`config.mk`:
```
export PLATFORM = sky130hd
export DESIGN_NAME = dsp_accumulator_datapath
export DESIGN_NICKNAME = d
export VERILOG_FILES = /design/src/hw/dsp_acc_pkg.sv /design/src/hw/dsp_barrel_shifter.sv /design/src/hw/dsp_store_round.sv /design/src/hw/dsp_accumulator_datapath.sv
export VERILOG_INCLUDE_DIRS = /design/src /design/src/hw
export SDC_FILE = /design/constraint.sdc
export NUM_CORES = 1
export LEC_CHECK = 0
export ABC_AREA = 1
export ABC_CLOCK_PERIOD_IN_PS = 11100
export BUFFER_PORTS_ARGS = -buffer_cell sky130_fd_sc_hd__buf_2
export CAP_MARGIN = 5
export CORE_AREA = 3 3 223 225
export CTS_CLUSTER_SIZE = 10
export DETAILED_ROUTE_END_ITERATION = 10
export DIE_AREA = 0 0 226 228
export PLACE_DENSITY = 0.7
export SLEW_MARGIN = 20
export SYNTH_ARGS = -nofsm -noshare
export SYNTH_HDL_FRONTEND = slang
export SYNTH_SLANG_ARGS = --single-unit
```
`constraint.sdc`:
```
create_clock -name clk -period 11.1 [get_ports clk]
set_clock_uncertainty 0.15 [all_clocks]
set_input_delay 2.22 -clock clk [delete_from_list [all_inputs] [get_ports clk]]
set_output_delay 2.22 -clock clk [all_outputs]
set_load 0.01 [all_outputs]
```
`src/hw/dsp_acc_defines.svh`:
```
`ifndef DSP_ACC_DEFINES_SVH
`define DSP_ACC_DEFINES_SVH
// Register offsets on the plain register port (word index)
`define OFS_CORE_CONFIG 4'h0
`define OFS_IRQ_CONTROL 4'h1
`define OFS_STATUS 4'h2
`define OFS_WB_POINTER 4'h3
`define OFS_ACC_A_LOW 4'h4
`define OFS_ACC_A_HIGH 4'h5
`define OFS_ACC_A_UPPER 4'h6
`define OFS_ACC_B_LOW 4'h7
`define OFS_ACC_B_HIGH 4'h8
`define OFS_ACC_B_UPPER 4'h9
// Reset values
`define RST_CORE_CONFIG 16'h0000
`define RST_IRQ_CONTROL 16'h0000
`define RST_WB_POINTER 16'h0000
// Implemented bits, the rest read as zero
`define MASK_CORE_CONFIG 16'h00f2
`define MASK_IRQ_CONTROL 16'h0007
// Field positions in core_config_reg
`define BIT_ACC_A_CLIP_EN 7
`define BIT_ACC_B_CLIP_EN 6
`define BIT_STORE_CLIP_EN 5
`define BIT_CLIP_WIDTH 4
`define BIT_ROUND_MODE 1
// Field positions in irq_control_reg
`define BIT_CAT_TRAP_EN 0
`define BIT_A_GUARD_TRAP_EN 1
`define BIT_B_GUARD_TRAP_EN 2
// Field positions in the status register (write one to clear clip bits)
`define BIT_ACC_A_CLIP 3
`define BIT_ACC_B_CLIP 4
// Saturation values of the accumulators
`define SAT40_POS 40'h7fffffffff
`define SAT40_NEG 40'h8000000000
`define SAT32_POS 40'h007fffffff
`define SAT32_NEG 40'hff80000000
// Store saturation limits and results
`define ST_POS_LIMIT 24'h007fff
`define ST_NEG_LIMIT 24'hff8000
`define ST_MAX 16'h7fff
`define ST_MIN 16'h8000
`define RND_TIE 16'h8000
// Write-back pointer step for a word write
`define WB_STEP 16'h0002
`endif

```
`src/hw/dsp_acc_pkg.sv`:
```
package dsp_acc_pkg;
  // Datapath operation, one-hot
  typedef enum logic [6:0] {
    OP_NONE      = 7'h01,
    OP_ADD       = 7'h02,
    OP_SUB       = 7'h04,
    OP_LOAD      = 7'h08,
    OP_SHIFT_ACC = 7'h10,
    OP_XSHIFT    = 7'h20,
    OP_STORE     = 7'h40
  } op_t;
  // Kind of multiply class instruction behind an adder operation
  typedef enum logic [4:0] {
    MAC_ACCUM      = 5'h01,
    MAC_MPY        = 5'h02,
    MAC_MPY_NEG    = 5'h04,
    MAC_SQDIFF     = 5'h08,
    MAC_SQDIFF_ACC = 5'h10
  } mac_kind_t;
  // Write-back addressing mode
  typedef enum logic [2:0] {
    WB_NONE     = 3'h1,
    WB_DIRECT   = 3'h2,
    WB_INDIRECT = 3'h4
  } wb_mode_t;
  // One command from the instruction sequencer per clock
  typedef struct packed {
    op_t op;
    logic acc_sel;
    logic [39:0] operand;
    logic [15:0] xdata;
    logic zero_in;
    logic carry_in;
    logic scale;
    logic signed [5:0] shift_amt;
    logic shift_arith;
    logic round;
    logic [15:0] addr;
    mac_kind_t mac_kind;
    wb_mode_t wb_mode;
  } cmd_t;
  // X bus word write
  typedef struct packed {
    logic valid;
    logic [15:0] addr;
    logic [15:0] data;
  } xbus_t;
  // Status flags, bit 0 first from the right
  typedef struct packed {
    logic any_clip;
    logic b_clip;
    logic a_clip;
    logic any_guard;
    logic b_guard;
    logic a_guard;
  } status_t;
endpackage : dsp_acc_pkg

```
`src/hw/dsp_barrel_shifter.sv`:
```
`timescale 1ns/1ps
// Signed-amount barrel shifter, one cycle, combinational
module dsp_barrel_shifter #(
  parameter int WIDTH = 40,
  parameter int AMT_W = 6,
  parameter int MAX_SHIFT = 16
) (
  input wire logic [WIDTH-1:0] din,
  input wire logic signed [AMT_W-1:0] amt,
  input wire logic arith,
  output logic [WIDTH-1:0] dout
);
  localparam logic [AMT_W-1:0] MAX_C = AMT_W'(MAX_SHIFT);
  // Refuse shift ranges the amount field cannot hold
  if (MAX_SHIFT >= WIDTH || MAX_SHIFT >= (1 << (AMT_W - 1))) begin : g_bad
    $error("shift range does not fit");
  end
  logic [AMT_W-1:0] mag; // Magnitude of the amount
  logic [AMT_W-1:0] mag_c; // Magnitude clamped to the range
  logic [WIDTH-1:0] right; // Right shifted operand
  logic [WIDTH-1:0] left; // Left shifted operand
  assign mag = amt[AMT_W-1] ? AMT_W'(-amt) : amt;
  assign mag_c = (mag > MAX_C) ? MAX_C : mag;
  // Positive amount shifts right, arithmetic or logical
  assign right = arith ? WIDTH'($signed(din) >>> mag_c) : (din >> mag_c);
  // Negative amount shifts left; zero leaves operand as it is
  assign left = din << mag_c;
  assign dout = amt[AMT_W-1] ? left : right;
endmodule : dsp_barrel_shifter

```
`src/hw/dsp_store_round.sv`:
```
`timescale 1ns/1ps
`include "dsp_acc_defines.svh"
// Round, truncate and saturate an accumulator into a 1.15 store word
module dsp_store_round (
  input wire logic [39:0] acc,
  input wire logic round_en,
  input wire logic convergent,
  input wire logic clip_en,
  output logic [15:0] dout
);
  logic tie; // Low word exactly one half
  logic inc; // Round increment
  logic [23:0] rnd; // Rounded upper 24 bits
  logic over; // Positive value beyond 1.15
  logic under; // Negative value beyond 1.15
  assign tie = (acc[15:0] == `RND_TIE);
  // Bit 15 is added; on a tie convergent mode looks at bit 16
  assign inc = round_en & acc[15] & ~(convergent & tie & ~acc[16]);
  assign rnd = acc[39:16] + {23'h000000, inc};
  // Bit 39 tells the sign; a negative value rounding up to zero is fine
  assign over = ~acc[39] & (rnd > `ST_POS_LIMIT);
  assign under = acc[39] & rnd[23] & (rnd < `ST_NEG_LIMIT);
  assign dout = (clip_en & over) ? `ST_MAX :
                (clip_en & under) ? `ST_MIN : rnd[15:0];
endmodule : dsp_store_round

```
`src/hw/dsp_accumulator_datapath.sv`:
```
// Decided for this implementation: the placing of the registers and the address-and-strobe port.
`timescale 1ns/1ps
`include "dsp_acc_defines.svh"
// Functional notes
// - 40-bit adder sourcing and writing selected accumulator
// - Add true data, subtract complemented; optional zero
// - Guard flag set when bits 39..32 differ
// - Guard flags follow only the latest result
// - New guard flag with enable raises trap
// - Clip flags sticky, cleared only by software
// - Summary flags are OR of both flags
// - Saturation steered by per-accumulator enables, width
// - 40-bit mode clamps to full-scale values
// - 32-bit mode clamps to 1.31 limits
// - 32-bit mode never sets guard flags
// - Saturation off: bit 39 overflow flags, wraps
// - Catastrophic overflow traps when enabled, saturation off
// - Accumulate class writes back other accumulator
// - Write-back direct to pointer or indirect, plus two
// - Conventional rounding adds bit 15
// - Convergent rounding on tie looks at bit 16
// - Truncating store drops low word
// - Store saturation to 1.15 limits when enabled
// - Signed amount up to 16, one cycle
// - 40-bit shifter, X data positioned by direction
// - Add and load operands optionally scaled
module dsp_accumulator_datapath #(
  parameter int ACC_W = 40,
  parameter int SHIFT_MAX = 16
) (
  input wire logic clk,
  input wire logic rst,
  input wire dsp_acc_pkg::cmd_t cmd,
  input wire logic [3:0] reg_addr,
  input wire logic [15:0] reg_wdata,
  input wire logic reg_wr,
  input wire logic reg_rd,
  output logic [15:0] reg_rdata,
  output dsp_acc_pkg::xbus_t xbus,
  output logic [15:0] xshift_result,
  output logic [39:0] accumulator_a,
  output logic [39:0] accumulator_b,
  output dsp_acc_pkg::status_t flags,
  output logic arith_trap
);
  import dsp_acc_pkg::*;

  // The saturation constants are written for a 40-bit accumulator
  if (ACC_W != 40) begin : g_bad_width
    $error("accumulator width must be 40");
  end

  // Software registers
  logic [15:0] cfg; // core_config_reg
  logic [15:0] irq; // irq_control_reg
  logic [15:0] wb_ptr; // writeback_pointer_reg
  logic [39:0] acc [0:1]; // Accumulators A and B
  logic [1:0] guard_ovf; // Guard overflow flags
  logic [1:0] clip_flag; // Sticky saturation flags
  logic any_guard; // OR of guard flags
  logic any_clip; // OR of clip flags

  // Configuration fields
  wire [1:0] clip_en = {cfg[`BIT_ACC_B_CLIP_EN], cfg[`BIT_ACC_A_CLIP_EN]};
  wire clip_width_select = cfg[`BIT_CLIP_WIDTH];
  wire store_clip_enable = cfg[`BIT_STORE_CLIP_EN];
  wire round_mode_select = cfg[`BIT_ROUND_MODE];
  wire catastrophic_trap_enable = irq[`BIT_CAT_TRAP_EN];
  wire [1:0] guard_trap_en = {irq[`BIT_B_GUARD_TRAP_EN],
                              irq[`BIT_A_GUARD_TRAP_EN]};

  // Register port decode
  wire wr_cfg = reg_wr & (reg_addr == `OFS_CORE_CONFIG);
  wire wr_irq = reg_wr & (reg_addr == `OFS_IRQ_CONTROL);
  wire wr_status = reg_wr & (reg_addr == `OFS_STATUS);
  wire wr_ptr = reg_wr & (reg_addr == `OFS_WB_POINTER);
  // Write one to a clip bit of the status register clears it
  wire [1:0] clip_clear = {2{wr_status}} &
    {reg_wdata[`BIT_ACC_B_CLIP], reg_wdata[`BIT_ACC_A_CLIP]};

  // Command decode
  wire is_add = (cmd.op == OP_ADD);
  wire is_sub = (cmd.op == OP_SUB);
  wire is_load = (cmd.op == OP_LOAD);
  wire is_shift_acc = (cmd.op == OP_SHIFT_ACC);
  wire is_xshift = (cmd.op == OP_XSHIFT);
  wire is_store = (cmd.op == OP_STORE);
  wire adder_go = is_add | is_sub | is_load;
  // Plain multiply and squared-difference kinds have no write-back
  wire wb_go = adder_go & (cmd.mac_kind == MAC_ACCUM) &
    (cmd.wb_mode != WB_NONE);
  wire wb_direct = wb_go & (cmd.wb_mode == WB_DIRECT);
  wire wb_indirect = wb_go & (cmd.wb_mode == WB_INDIRECT);

  // Target and non-target accumulators
  wire [39:0] tgt_acc = cmd.acc_sel ? acc[1] : acc[0];
  wire [39:0] other_acc = cmd.acc_sel ? acc[0] : acc[1];

  // Barrel shifter source selection
  wire x_left = cmd.shift_amt[5];
  // X data sits at bits 15..0 for left, 31..16 for right shifts
  wire [39:0] x_placed = x_left ? {24'h000000, cmd.xdata} :
    {{8{cmd.shift_arith & cmd.xdata[15]}}, cmd.xdata, 16'h0000};
  wire [39:0] sh_src = is_xshift ? x_placed :
                       is_shift_acc ? tgt_acc : cmd.operand;
  logic [39:0] sh_out; // Shifter result

  // Shifter shared by accumulator, X data and operand scaling
  dsp_barrel_shifter #(
    .WIDTH(ACC_W),
    .AMT_W(6),
    .MAX_SHIFT(SHIFT_MAX)
  ) u_shift (
    .din(sh_src),
    .amt(cmd.shift_amt),
    .arith(cmd.shift_arith),
    .dout(sh_out)
  );

  wire [15:0] xshift_word = x_left ? sh_out[15:0] : sh_out[31:16];

  // Adder inputs: zero option, scaled operand, true or complement
  wire [39:0] a_side = (cmd.zero_in | is_load) ? 40'h0000000000 : tgt_acc;
  wire [39:0] b_true = cmd.scale ? sh_out : cmd.operand;
  wire [39:0] b_side = is_sub ? ~b_true : b_true;
  // Carry in is a carry for add and an active-low borrow for subtract
  wire [39:0] sum = 40'(a_side + b_side + {39'h0, cmd.carry_in});

  // Overflow detection on the adder result
  wire ovf39 = (a_side[39] == b_side[39]) & (sum[39] != a_side[39]);
  wire guard_diff = ~((&sum[39:32]) | ~(|sum[39:32]));
  wire ovf31 = ~((&sum[39:31]) | ~(|sum[39:31]));
  wire true_neg = sum[39] ^ ovf39;

  // Store rounding and saturation path
  wire [39:0] st_src = is_store ? tgt_acc : other_acc;
  wire st_round = is_store ? cmd.round : 1'b1;
  logic [15:0] st_word; // Rounded, saturated store word

  dsp_store_round u_store (
    .acc(st_src),
    .round_en(st_round),
    .convergent(round_mode_select),
    .clip_en(store_clip_enable),
    .dout(st_word)
  );

  // Per-accumulator next state
  logic [39:0] next_acc [0:1]; // Next accumulator values
  logic [1:0] next_guard; // Next guard flags
  logic [1:0] next_clip; // Next clip flags
  logic [1:0] guard_evt; // Guard overflow by this operation
  logic [1:0] clip_evt; // Clip flag set by this operation
  logic [1:0] trap_evt; // Trap cause per accumulator

  genvar gi;
  for (gi = 0; gi < 2; gi++) begin : g_acc
    wire hit = adder_go & (cmd.acc_sel == 1'(gi));
    wire hit_shift = is_shift_acc & (cmd.acc_sel == 1'(gi));
    // Mode of this accumulator
    wire m32 = clip_en[gi] & clip_width_select;
    wire m40 = clip_en[gi] & ~clip_width_select;
    wire ovf32 = ovf39 | ovf31;
    wire [39:0] sat_val =
      (m32 & ovf32) ? (true_neg ? `SAT32_NEG : `SAT32_POS) :
      (m40 & ovf39) ? (true_neg ? `SAT40_NEG : `SAT40_POS) :
      sum;
    assign next_acc[gi] = hit ? sat_val : hit_shift ? sh_out : acc[gi];
    // Guard bits unused while 32-bit saturation is in effect
    assign guard_evt[gi] = hit & ~m32 & guard_diff;
    assign next_guard[gi] = hit ? guard_evt[gi] : guard_ovf[gi];
    assign clip_evt[gi] = hit & (m32 ? ovf32 : ovf39);
    // Setting wins over a software clear in the same cycle
    assign next_clip[gi] = clip_evt[gi] |
      (clip_flag[gi] & ~clip_clear[gi]);
    assign trap_evt[gi] =
      (guard_evt[gi] & ~guard_ovf[gi] & guard_trap_en[gi]) |
      (clip_evt[gi] & ~clip_en[gi] & catastrophic_trap_enable);

    // Accumulator and its flags
    always_ff @(posedge clk) begin
      if (rst) begin
        acc[gi] <= 40'h0000000000;
        guard_ovf[gi] <= 1'b0;
        clip_flag[gi] <= 1'b0;
      end else begin
        acc[gi] <= next_acc[gi];
        guard_ovf[gi] <= next_guard[gi];
        clip_flag[gi] <= next_clip[gi];
      end
    end
  end

  // Write-back pointer: software write first, then direct write-back, then indirect step
  wire [15:0] next_wb_ptr = wr_ptr ? reg_wdata :
    wb_direct ? st_word :
    wb_indirect ? 16'(wb_ptr + `WB_STEP) : wb_ptr;

  // X bus word write from a store or an indirect write-back
  xbus_t next_xbus;
  assign next_xbus.valid = is_store | wb_indirect;
  assign next_xbus.addr = is_store ? cmd.addr : wb_ptr;
  assign next_xbus.data = st_word;

  // Register read selection
  wire [15:0] rd_value =
    (reg_addr == `OFS_CORE_CONFIG) ? cfg :
    (reg_addr == `OFS_IRQ_CONTROL) ? irq :
    (reg_addr == `OFS_STATUS) ? {10'h000, flags} :
    (reg_addr == `OFS_WB_POINTER) ? wb_ptr :
    (reg_addr == `OFS_ACC_A_LOW) ? acc[0][15:0] :
    (reg_addr == `OFS_ACC_A_HIGH) ? acc[0][31:16] :
    (reg_addr == `OFS_ACC_A_UPPER) ? {8'h00, acc[0][39:32]} :
    (reg_addr == `OFS_ACC_B_LOW) ? acc[1][15:0] :
    (reg_addr == `OFS_ACC_B_HIGH) ? acc[1][31:16] :
    (reg_addr == `OFS_ACC_B_UPPER) ? {8'h00, acc[1][39:32]} :
    16'h0000;

  // Control registers and write-back pointer
  always_ff @(posedge clk) begin
    if (rst) begin
      cfg <= `RST_CORE_CONFIG;
      irq <= `RST_IRQ_CONTROL;
      wb_ptr <= `RST_WB_POINTER;
    end else begin
      if (wr_cfg) begin
        cfg <= reg_wdata & `MASK_CORE_CONFIG;
      end
      if (wr_irq) begin
        irq <= reg_wdata & `MASK_IRQ_CONTROL;
      end
      wb_ptr <= next_wb_ptr;
    end
  end

  // Summary flags, trap pulse, read data and bus outputs
  always_ff @(posedge clk) begin
    if (rst) begin
      any_guard <= 1'b0;
      any_clip <= 1'b0;
      arith_trap <= 1'b0;
      reg_rdata <= 16'h0000;
      xbus <= '0;
      xshift_result <= 16'h0000;
    end else begin
      any_guard <= |next_guard;
      any_clip <= |next_clip;
      arith_trap <= |trap_evt;
      reg_rdata <= reg_rd ? rd_value : 16'h0000;
      xbus <= next_xbus;
      xshift_result <= is_xshift ? xshift_word : xshift_result;
    end
  end

  // Outputs straight from the flops
  assign accumulator_a = acc[0];
  assign accumulator_b = acc[1];
  assign flags = '{any_clip: any_clip, b_clip: clip_flag[1],
                   a_clip: clip_flag[0], any_guard: any_guard,
                   b_guard: guard_ovf[1], a_guard: guard_ovf[0]};

  wire a_hit = adder_go & ~cmd.acc_sel;
  wire a_m32 = clip_en[0] & clip_width_select;
  wire a_m40 = clip_en[0] & ~clip_width_select;
endmodule : dsp_accumulator_datapath

```
==> flow_metrics.py, run 1 <==
metrics = {
    "final_layout": {
        "utilization_pct": 45.2,
        "drive_above_1_share_pct": 13.1,
        "area_growth_pct": 12.7,
        "n_fill_cell": 5279,
        "finalInstanceArea_mm2": 0.0216,
        "nets": 3720,
    },
    "clocking": {
        "path_clk_slew_ps": 70,
        "cts_resized": 0,
        "clockRootBuffer": "clkbuf_16",
        "htreeDepth": 4,
        "cts.sinks": 176,
        "clockBufferDepth": 2,
        "cts_hold_buf": 0,
        "numCtsBuffers": 17,
        "postCtsSetupBuffers": 0,
        "cts_tree": "yes",
        "clock_latency_ps": 450,
    },
    "critical_path": {
        "critPathLaunchType": "primary input",
        "ff2ff_setup_slack_ps": 3150,
        "r2r_end": "acc[0][5]$_SDFFE_PP0P_",
        "worstSetupPathType": "primary input to flip-flop",
        "arrival_ps": 10020,
        "slowest_stage": "o21ai_0",
        "endpoint": "acc[0][5]$_SDFFE_PP0P_",
        "critPathRequiredTime_ps": 11330,
        "worst-path-buf-inv": 5,
        "cpLargestDelayFamily": "compound AO/OA/AOI/OAI gates",
        "cpPeakStageDelay_ps": 780,
        "startpoint": "cmd[91]",
        "reg2regPathDepth": 32,
        "cp_max_fo": 44,
        "crit_top_cell": "nand2_1",
        "end_kind": "flip-flop",
        "path_depth": 34,
        "r2r_start": "acc[0][11]$_SDFFE_PP0P_",
    },
    "floorplanning": {
        "core_area_mm2": 0.0477,
        "dieArea_mm2": 0.0515,
        "die_w_um": 226,
        "pin_count": 275,
        "row_count": 80,
        "start_util_pct": 40.1,
        "die_h_um": 228,
    },
    "drt": {
        "detail_route.wl_per_cell_um": 24.2,
        "dr.pass1.iters": 7,
        "drt-initial-drc-count": 4316,
        "ant_nets": 0,
        "post_drt_via_cell_ratio": 6.09,
        "vias": 25494,
        "drcViolationCount": 0,
        "wl_mm": 101,
    },
    "grt": {
        "grt_pass1_vias": 22195,
        "grt_pass1_wl_mm": 145,
        "overflow": 0,
        "antenna_found_initial": 7,
        "track_usage_pct": 37.2,
        "grt_max_degree": 90,
    },
    "sta": {
        "slew-limit-headroom_pct": 14.6,
        "slew_viol_final": 0,
        "setup_violations": 0,
        "rsz0062_at_grt": "no",
        "post-route-period-util_pct": 88.2,
        "tightest_slew_ps": 1270,
        "period_needed_ps": 9790,
        "hold_violations": 0,
        "fin_tns_setup_ps": 0,
        "fmax_mhz": 102,
    },
    "logic_synthesis": {
        "syn_avg_cell_area_um2": 5.64,
        "synth-edff-count": 0,
        "syn_inst": 3398,
        "synth_area_mm2": 0.0192,
        "syn_nets": 3565,
        "yosysTopAreaCellShare_pct": 18.7,
        "synth_area_leaders": "nand2_1 (19%), dfxtp_1 (18%), o21ai_0 (12%), a21oi_1 (7.9%), nand3_1 (6.6%)",
        "ys_warn_count": 0,
        "netlist.top_cell.by_area": "nand2_1",
        "seq_area_frac_synth_pct": 18.4,
        "synth_cell_types": 64,
        "synth_top_flop_cell": "dfxtp_1",
        "synthArstFlopShare_pct": 0,
        "synth-seq-cells": 176,
    },
    "placement": {
        "place_hpwl_mm": 80.7,
        "port_buffers": 274,
        "gp_congestion": 1.07,
        "place_area_mm2": 0.0210,
    },
    "job": {
        "drv_cap": 0,
    },
    "outcome": {
        "status": "finished clean",
    },
    "power_and_ir_drop": {
        "ir_drop_uv": 95.6,
        "power_leakage_uw": 0.0103,
        "powerDensity_mw_per_mm2": 104,
    },
    "min_path": {
        "min_path_type": "flip-flop to flip-flop",
    },
}
==> routing by layer <==
metal  GRT usage, %  part of all wire (%)  vias to the layer above
met3           10.6                    14                      310
li1               -                     -                    11678
met2           52.6                    40                     1915
met5              0                 0.047                        -
met4           18.7                   6.1                        4
met1           51.3                    40                    11587
==> registers in the layout, summed over array words and instances, names as in the netlist <==
signal	cells
any_clip	1
arith_trap	1
cfg	5
reg_rdata	16
xshift_result	16
any_guard	1
xbus	33
irq	3
flags	4
acc	80
wb_ptr	16
==> tightest hold or removal path: stages, from the launching register on <==
cell and delay (ps):
dfxtp_1 310, nand2_1 60, a21oi_1 50
==> worst min-delay path by stage <==
| stage | startpoint | endpoint | slack, ps | cells after the start |
|---|---|---|---|---|
| 2_1_floorplan | irq[2]$_SDFFE_PP0P_ | irq[2]$_SDFFE_PP0P_ | 290 | 2 |
| 3_3_place_gp | xshift_result[3]$_SDFFE_PP0P_ | xshift_result[3]$_SDFFE_PP0P_ | 300 | 2 |
| 3_5_place_dp | xshift_result[6]$_SDFFE_PP0P_ | xshift_result[6]$_SDFFE_PP0P_ | 300 | 2 |
| 4_1_cts | xshift_result[6]$_SDFFE_PP0P_ | xshift_result[6]$_SDFFE_PP0P_ | 310 | 2 |
| 5_1_grt | xshift_result[10]$_SDFFE_PP0P_ | xshift_result[10]$_SDFFE_PP0P_ | 330 | 2 |
| 6_report | xshift_result[6]$_SDFFE_PP0P_ | xshift_result[6]$_SDFFE_PP0P_ | 310 | 2 |
==> placed cells by master, fill, tap and decap left out, drive strengths merged, types with 42 or more instances in the layout <==
master    n
nand3   265
nand2   972
o21ai   490
xor2     83
a21oi   304
inv     304
dfxtp   176
ha       42
nor2    261
buf     343
==> area by class of cell <==
class                      count  area, um2  share of cell area, %
antenna                        7       17.5                 0.0811
clock buffer                  22        474                   2.20
clock inverter                10        125                  0.580
inverter                     305       1140                   5.30
multi-input combinational   2710      13600                   63.0
sequential                   176       3520                   16.3
tap                          615        769                   3.56
timing repair buffer         343       1930                   8.93
==> cell usage after synthesis (20+ instances only) <==
cell,number
a21oi_1,301
buf_1,31
buf_2,30
clkbuf_1,124
dfxtp_1,176
ha_1,42
inv_1,282
inv_2,20
nand2_1,954
nand3_1,253
nand4_1,25
nor2_1,254
nor3_1,26
o211ai_1,34
o21ai_0,464
o21ai_1,23
o221ai_1,20
o22ai_1,22
xor2_1,82
==> logic make-up (layout without fill, tap and decap cells) <==
logic type	count (synthesis)	count (layout)	synth area share (%)
and+or+nand+nor	1591	1591	34.9
AOI/OAI and AO/OA	964	964	27.7
buffers and inverters	512	680	10.8
DFF	176	176	18.4
xor gates and xnor gates	100	100	4.67
adders and majority gates	44	44	2.95
muxes	11	11	0.575
other	0	7	0
==> power breakdown <==
part / internal (uW) / switching (uW) / leakage (uW)
combinational: 262 / 696 / 0.00862
clock: 352 / 270 / 0.000291
sequential: 642 / 13.1 / 0.00142
total: 1260 / 980 / 0.0103
==> per-stage QoR <==
stage	power, uW	std cells	hold slack, ps	setup WS [ps]
6_report	2240	4188	312	1310
5_1_grt	2310	4181	331	732
4_1_cts	2180	4181	313	1630
3_5_place_dp	1570	4149	304	1190
3_3_place_gp	1580	4149	301	1240
2_1_floorplan	1220	3398	295	3140
Power figures use the tool's default switching activity.
==> run 2, diff against run 1 <==
--- a/config.mk
+++ b/config.mk
@@ -10,12 +10,13 @@
 export ABC_CLOCK_PERIOD_IN_PS = 11100
 export BUFFER_PORTS_ARGS = -buffer_cell sky130_fd_sc_hd__buf_2
 export CAP_MARGIN = 5
-export CORE_AREA = 3 3 223 225
+export CORE_AREA = 3 3 235 237
 export CTS_CLUSTER_SIZE = 10
 export DETAILED_ROUTE_END_ITERATION = 10
-export DIE_AREA = 0 0 226 228
-export PLACE_DENSITY = 0.7
+export DIE_AREA = 0 0 238 240
+export PLACE_DENSITY = 0.69
 export SLEW_MARGIN = 20
 export SYNTH_ARGS = -nofsm -noshare
 export SYNTH_HDL_FRONTEND = slang
+export SYNTH_HIERARCHICAL = 1
 export SYNTH_SLANG_ARGS = --single-unit
==> run 2 against run 1 <==
Effect of this change: worst setup slack gained 130 ps; die area increased by 11%; clock power rose by 3.5%; total power up 8.8%; count of clock-buffer cells in the layout down 5; wire length rose by 4.1%; worst hold slack improved by 38 ps; synthesized area increased by 11%; fmax increased by 1.4%; design area grew 9.2%; combinational power grew 18%; sequential power about the same; critical path type unchanged; largest cell class unchanged.
==> flow_metrics.py, run 2 <==
metrics = {
    "logic_synthesis": {
        "netlist.top_cell.by_area": "nand2_1",
        "syn_avg_cell_area_um2": 5.44,
        "yosysMostFrequentCell": "nand2_1",
        "synthArstFlopShare_pct": 0,
        "synth-edff-count": 0,
        "ys_warn_count": 6,
        "synth-seq-cells": 176,
        "synth_area_mm2": 0.0213,
        "seq_area_frac_synth_pct": 16.5,
        "syn_nets": 4083,
        "syn_inst": 3916,
        "synth_common_cells": "nand2_1 (1289), o21ai_0 (393), inv_1 (358)",
        "yosysTopAreaCellShare_pct": 22.7,
        "synth_top_flop_cell": "dfxtp_1",
        "synth_cell_types": 58,
        "synth_area_leaders": "nand2_1 (23%), dfxtp_1 (17%), o21ai_0 (9.2%), a21oi_1 (7.4%), nand3_1 (7.0%)",
    },
    "final_layout": {
        "nets": 4203,
        "final_common_cell": "nand2_1",
        "num_antenna_cells": 0,
        "largest_register_ffs": 80,
        "largestRegisters": "acc: 80 flops, xbus: 33 flops",
        "regMostFlops": "acc",
        "drive_above_1_share_pct": 12.0,
        "area_growth_pct": 10.6,
        "final_cell_mix": "nand2_1 (1288), o21ai_0 (390), inv_1 (356)",
    },
    "grt": {
        "antenna_found_initial": 2,
        "grt_pass1_wl_mm": 152,
        "grt_pass1_vias": 24446,
        "overflow": 0,
        "grt_max_degree": 94,
        "track_usage_pct": 34.9,
    },
    "clocking": {
        "postCtsSetupBuffers": 0,
        "numCtsBuffers": 17,
        "htreeDepth": 4,
        "clockBufferDepth": 2,
        "cts_tree": "yes",
        "cts_hold_buf": 0,
        "path_clk_slew_ps": 80,
        "clock_latency_ps": 450,
        "cts_resized": 0,
        "cts.sinks": 176,
        "clockRootBuffer": "clkbuf_16",
    },
    "drt": {
        "post_drt_via_cell_ratio": 5.96,
        "wl_mm": 105,
        "drcViolationCount": 0,
        "drt-initial-drc-count": 4989,
        "ant_nets": 0,
        "dr.pass1.iters": 10,
        "vias": 28297,
        "detail_route.wl_per_cell_um": 22.2,
    },
    "critical_path": {
        "crit_top_cell": "nand2_1",
        "worstSetupPathType": "primary input to flip-flop",
        "arrival_ps": 9850,
        "critPathLaunchType": "primary input",
        "worst-path-buf-inv": 3,
        "end_kind": "flip-flop",
        "cpLargestDelayFamily": "compound AO/OA/AOI/OAI gates",
        "slowest_stage": "o21ai_0",
        "cpPeakStageDelay_ps": 930,
        "critPathRequiredTime_ps": 11290,
        "cp_max_fo": 32,
    },
    "placement": {
        "place_hpwl_mm": 83.5,
        "port_buffers": 274,
        "gp_congestion": 1.13,
    },
    "sta": {
        "hold_violations": 0,
        "rsz0062_at_grt": "no",
        "fin_tns_setup_ps": 0,
        "slew_viol_final": 0,
        "fmax_mhz": 104,
        "slew-limit-headroom_pct": 17.1,
        "tightest_slew_ps": 1230,
        "post-route-period-util_pct": 87.0,
        "period_needed_ps": 9660,
        "setup_violations": 0,
    },
    "floorplanning": {
        "die_w_um": 238,
        "start_util_pct": 39.8,
        "dieArea_mm2": 0.0571,
        "core_area_mm2": 0.0535,
        "pin_count": 275,
        "row_count": 85,
        "die_h_um": 240,
    },
    "min_path": {
        "min_path_type": "flip-flop to flip-flop",
    },
    "power_and_ir_drop": {
        "p_switching_uw": 1140,
        "swShare_pct": 47.0,
        "ir_drop_uv": 105,
        "combinationalPowerShare_pct": 46.6,
        "intPower_uw": 1290,
        "report.power.total_uw": 2430,
        "clock_power_share_pct": 26.5,
        "p_seq_share_pct": 26.9,
        "power_leakage_uw": 0.0116,
        "powerDensity_mw_per_mm2": 103,
    },
    "job": {
        "drv_cap": 0,
    },
    "outcome": {
        "status": "finished clean",
    },
}
[run 2: changes by cell type in the layout (fill, tap and decap cells not counted), sizes merged, moves of 15 or more]
cell / previous run / this run
nand2: 972 / 1314
inv: 304 / 399
o211ai: 36 / 101
nand3: 265 / 313
o21ai: 490 / 471
o221ai: 20 / 2
o21a: 19 / 3
nor2: 261 / 276
[run 2: cells by family (layout without fill, tap and decap cells)]
group                      Yosys count  after routing  synth area share [%]
AOI/OAI and AO/OA                  967            967                  25.0
xor gates and xnor gates            90             90                  3.70
adders and majority gates           44             44                  2.65
buffers and inverters              632            765                  12.4
DFF                                176            176                  16.5
muxes                                8              8                 0.376
and+or+nand+nor                   1999           1999                  39.4
[run 2: worst reg2reg max path, delay by kind of cell (launching register included)]
kind / cells / cell delay [ps]
AND/OR/NAND/NOR: 21 / 2950
AO/OA/AOI/OAI: 8 / 2970
buffers and inverters: 3 / 470
flip-flops: 1 / 460
XOR/XNOR: 1 / 110
adder cells (fa/ha/maj): 2 / 870
[run 2: routing by layer]
metal / GRT usage (%) / routed length (um) / vias to the layer above
met1: 47.6 / 41200 / 12632
met2: 48.4 / 39900 / 2197
li1: - / - / 13085
met5: 0 / 13 / -
met4: 18.8 / 7200 / 2
met3: 11.6 / 17000 / 381
[run 2: cell type report]
| class | count | area [um2] |
|---|---|---|
| clock inverter | 15 | 194 |
| inverter | 398 | 1500 |
| clock buffer | 17 | 425 |
| fill | 5948 | 29900 |
| tap | 696 | 871 |
| multi-input combinational | 3108 | 15200 |
| sequential | 176 | 3520 |
| timing repair buffer | 335 | 1880 |
[run 2: worst paths after layout]
path / startpoint / endpoint / slack (ps) / depth (start not counted)
max reg2reg: acc[0][0]$_SDFFE_PP0P_ / acc[1][30]$_SDFFE_PP0P_ / 3030 / 35
min reg2reg: irq[1]$_SDFFE_PP0P_ / irq[1]$_SDFFE_PP0P_ / 350 / 2
max: cmd[91] / acc[1][30]$_SDFFE_PP0P_ / 1440 / 35
min: irq[1]$_SDFFE_PP0P_ / irq[1]$_SDFFE_PP0P_ / 350 / 2
[run 2: through the flow]
stage               setup slack [ps]  hold slack (ps)  util (%)  cell area, um2  instances
floorplan                       3400              295         -           21300       3916
global placement                1220              313      42.9           23000       4713
detailed placement              1320              331      42.9           23000       4713
CTS                             1780              344      44.1           23600       4745
global route                    1050              374      44.1           23600       4745
finish                          1440              350      44.1           23600       4745
[run 2: power groups by stage]
stage / Sequential (uW) / Combinational [uW] / Clock, uW
6_report: 654 / 1130 / 645
3_5_place_dp: 668 / 1060 / 0
5_1_grt: 654 / 1210 / 663
3_3_place_gp: 668 / 1070 / 0
4_1_cts: 653 / 1070 / 640
2_1_floorplan: 667 / 708 / 0
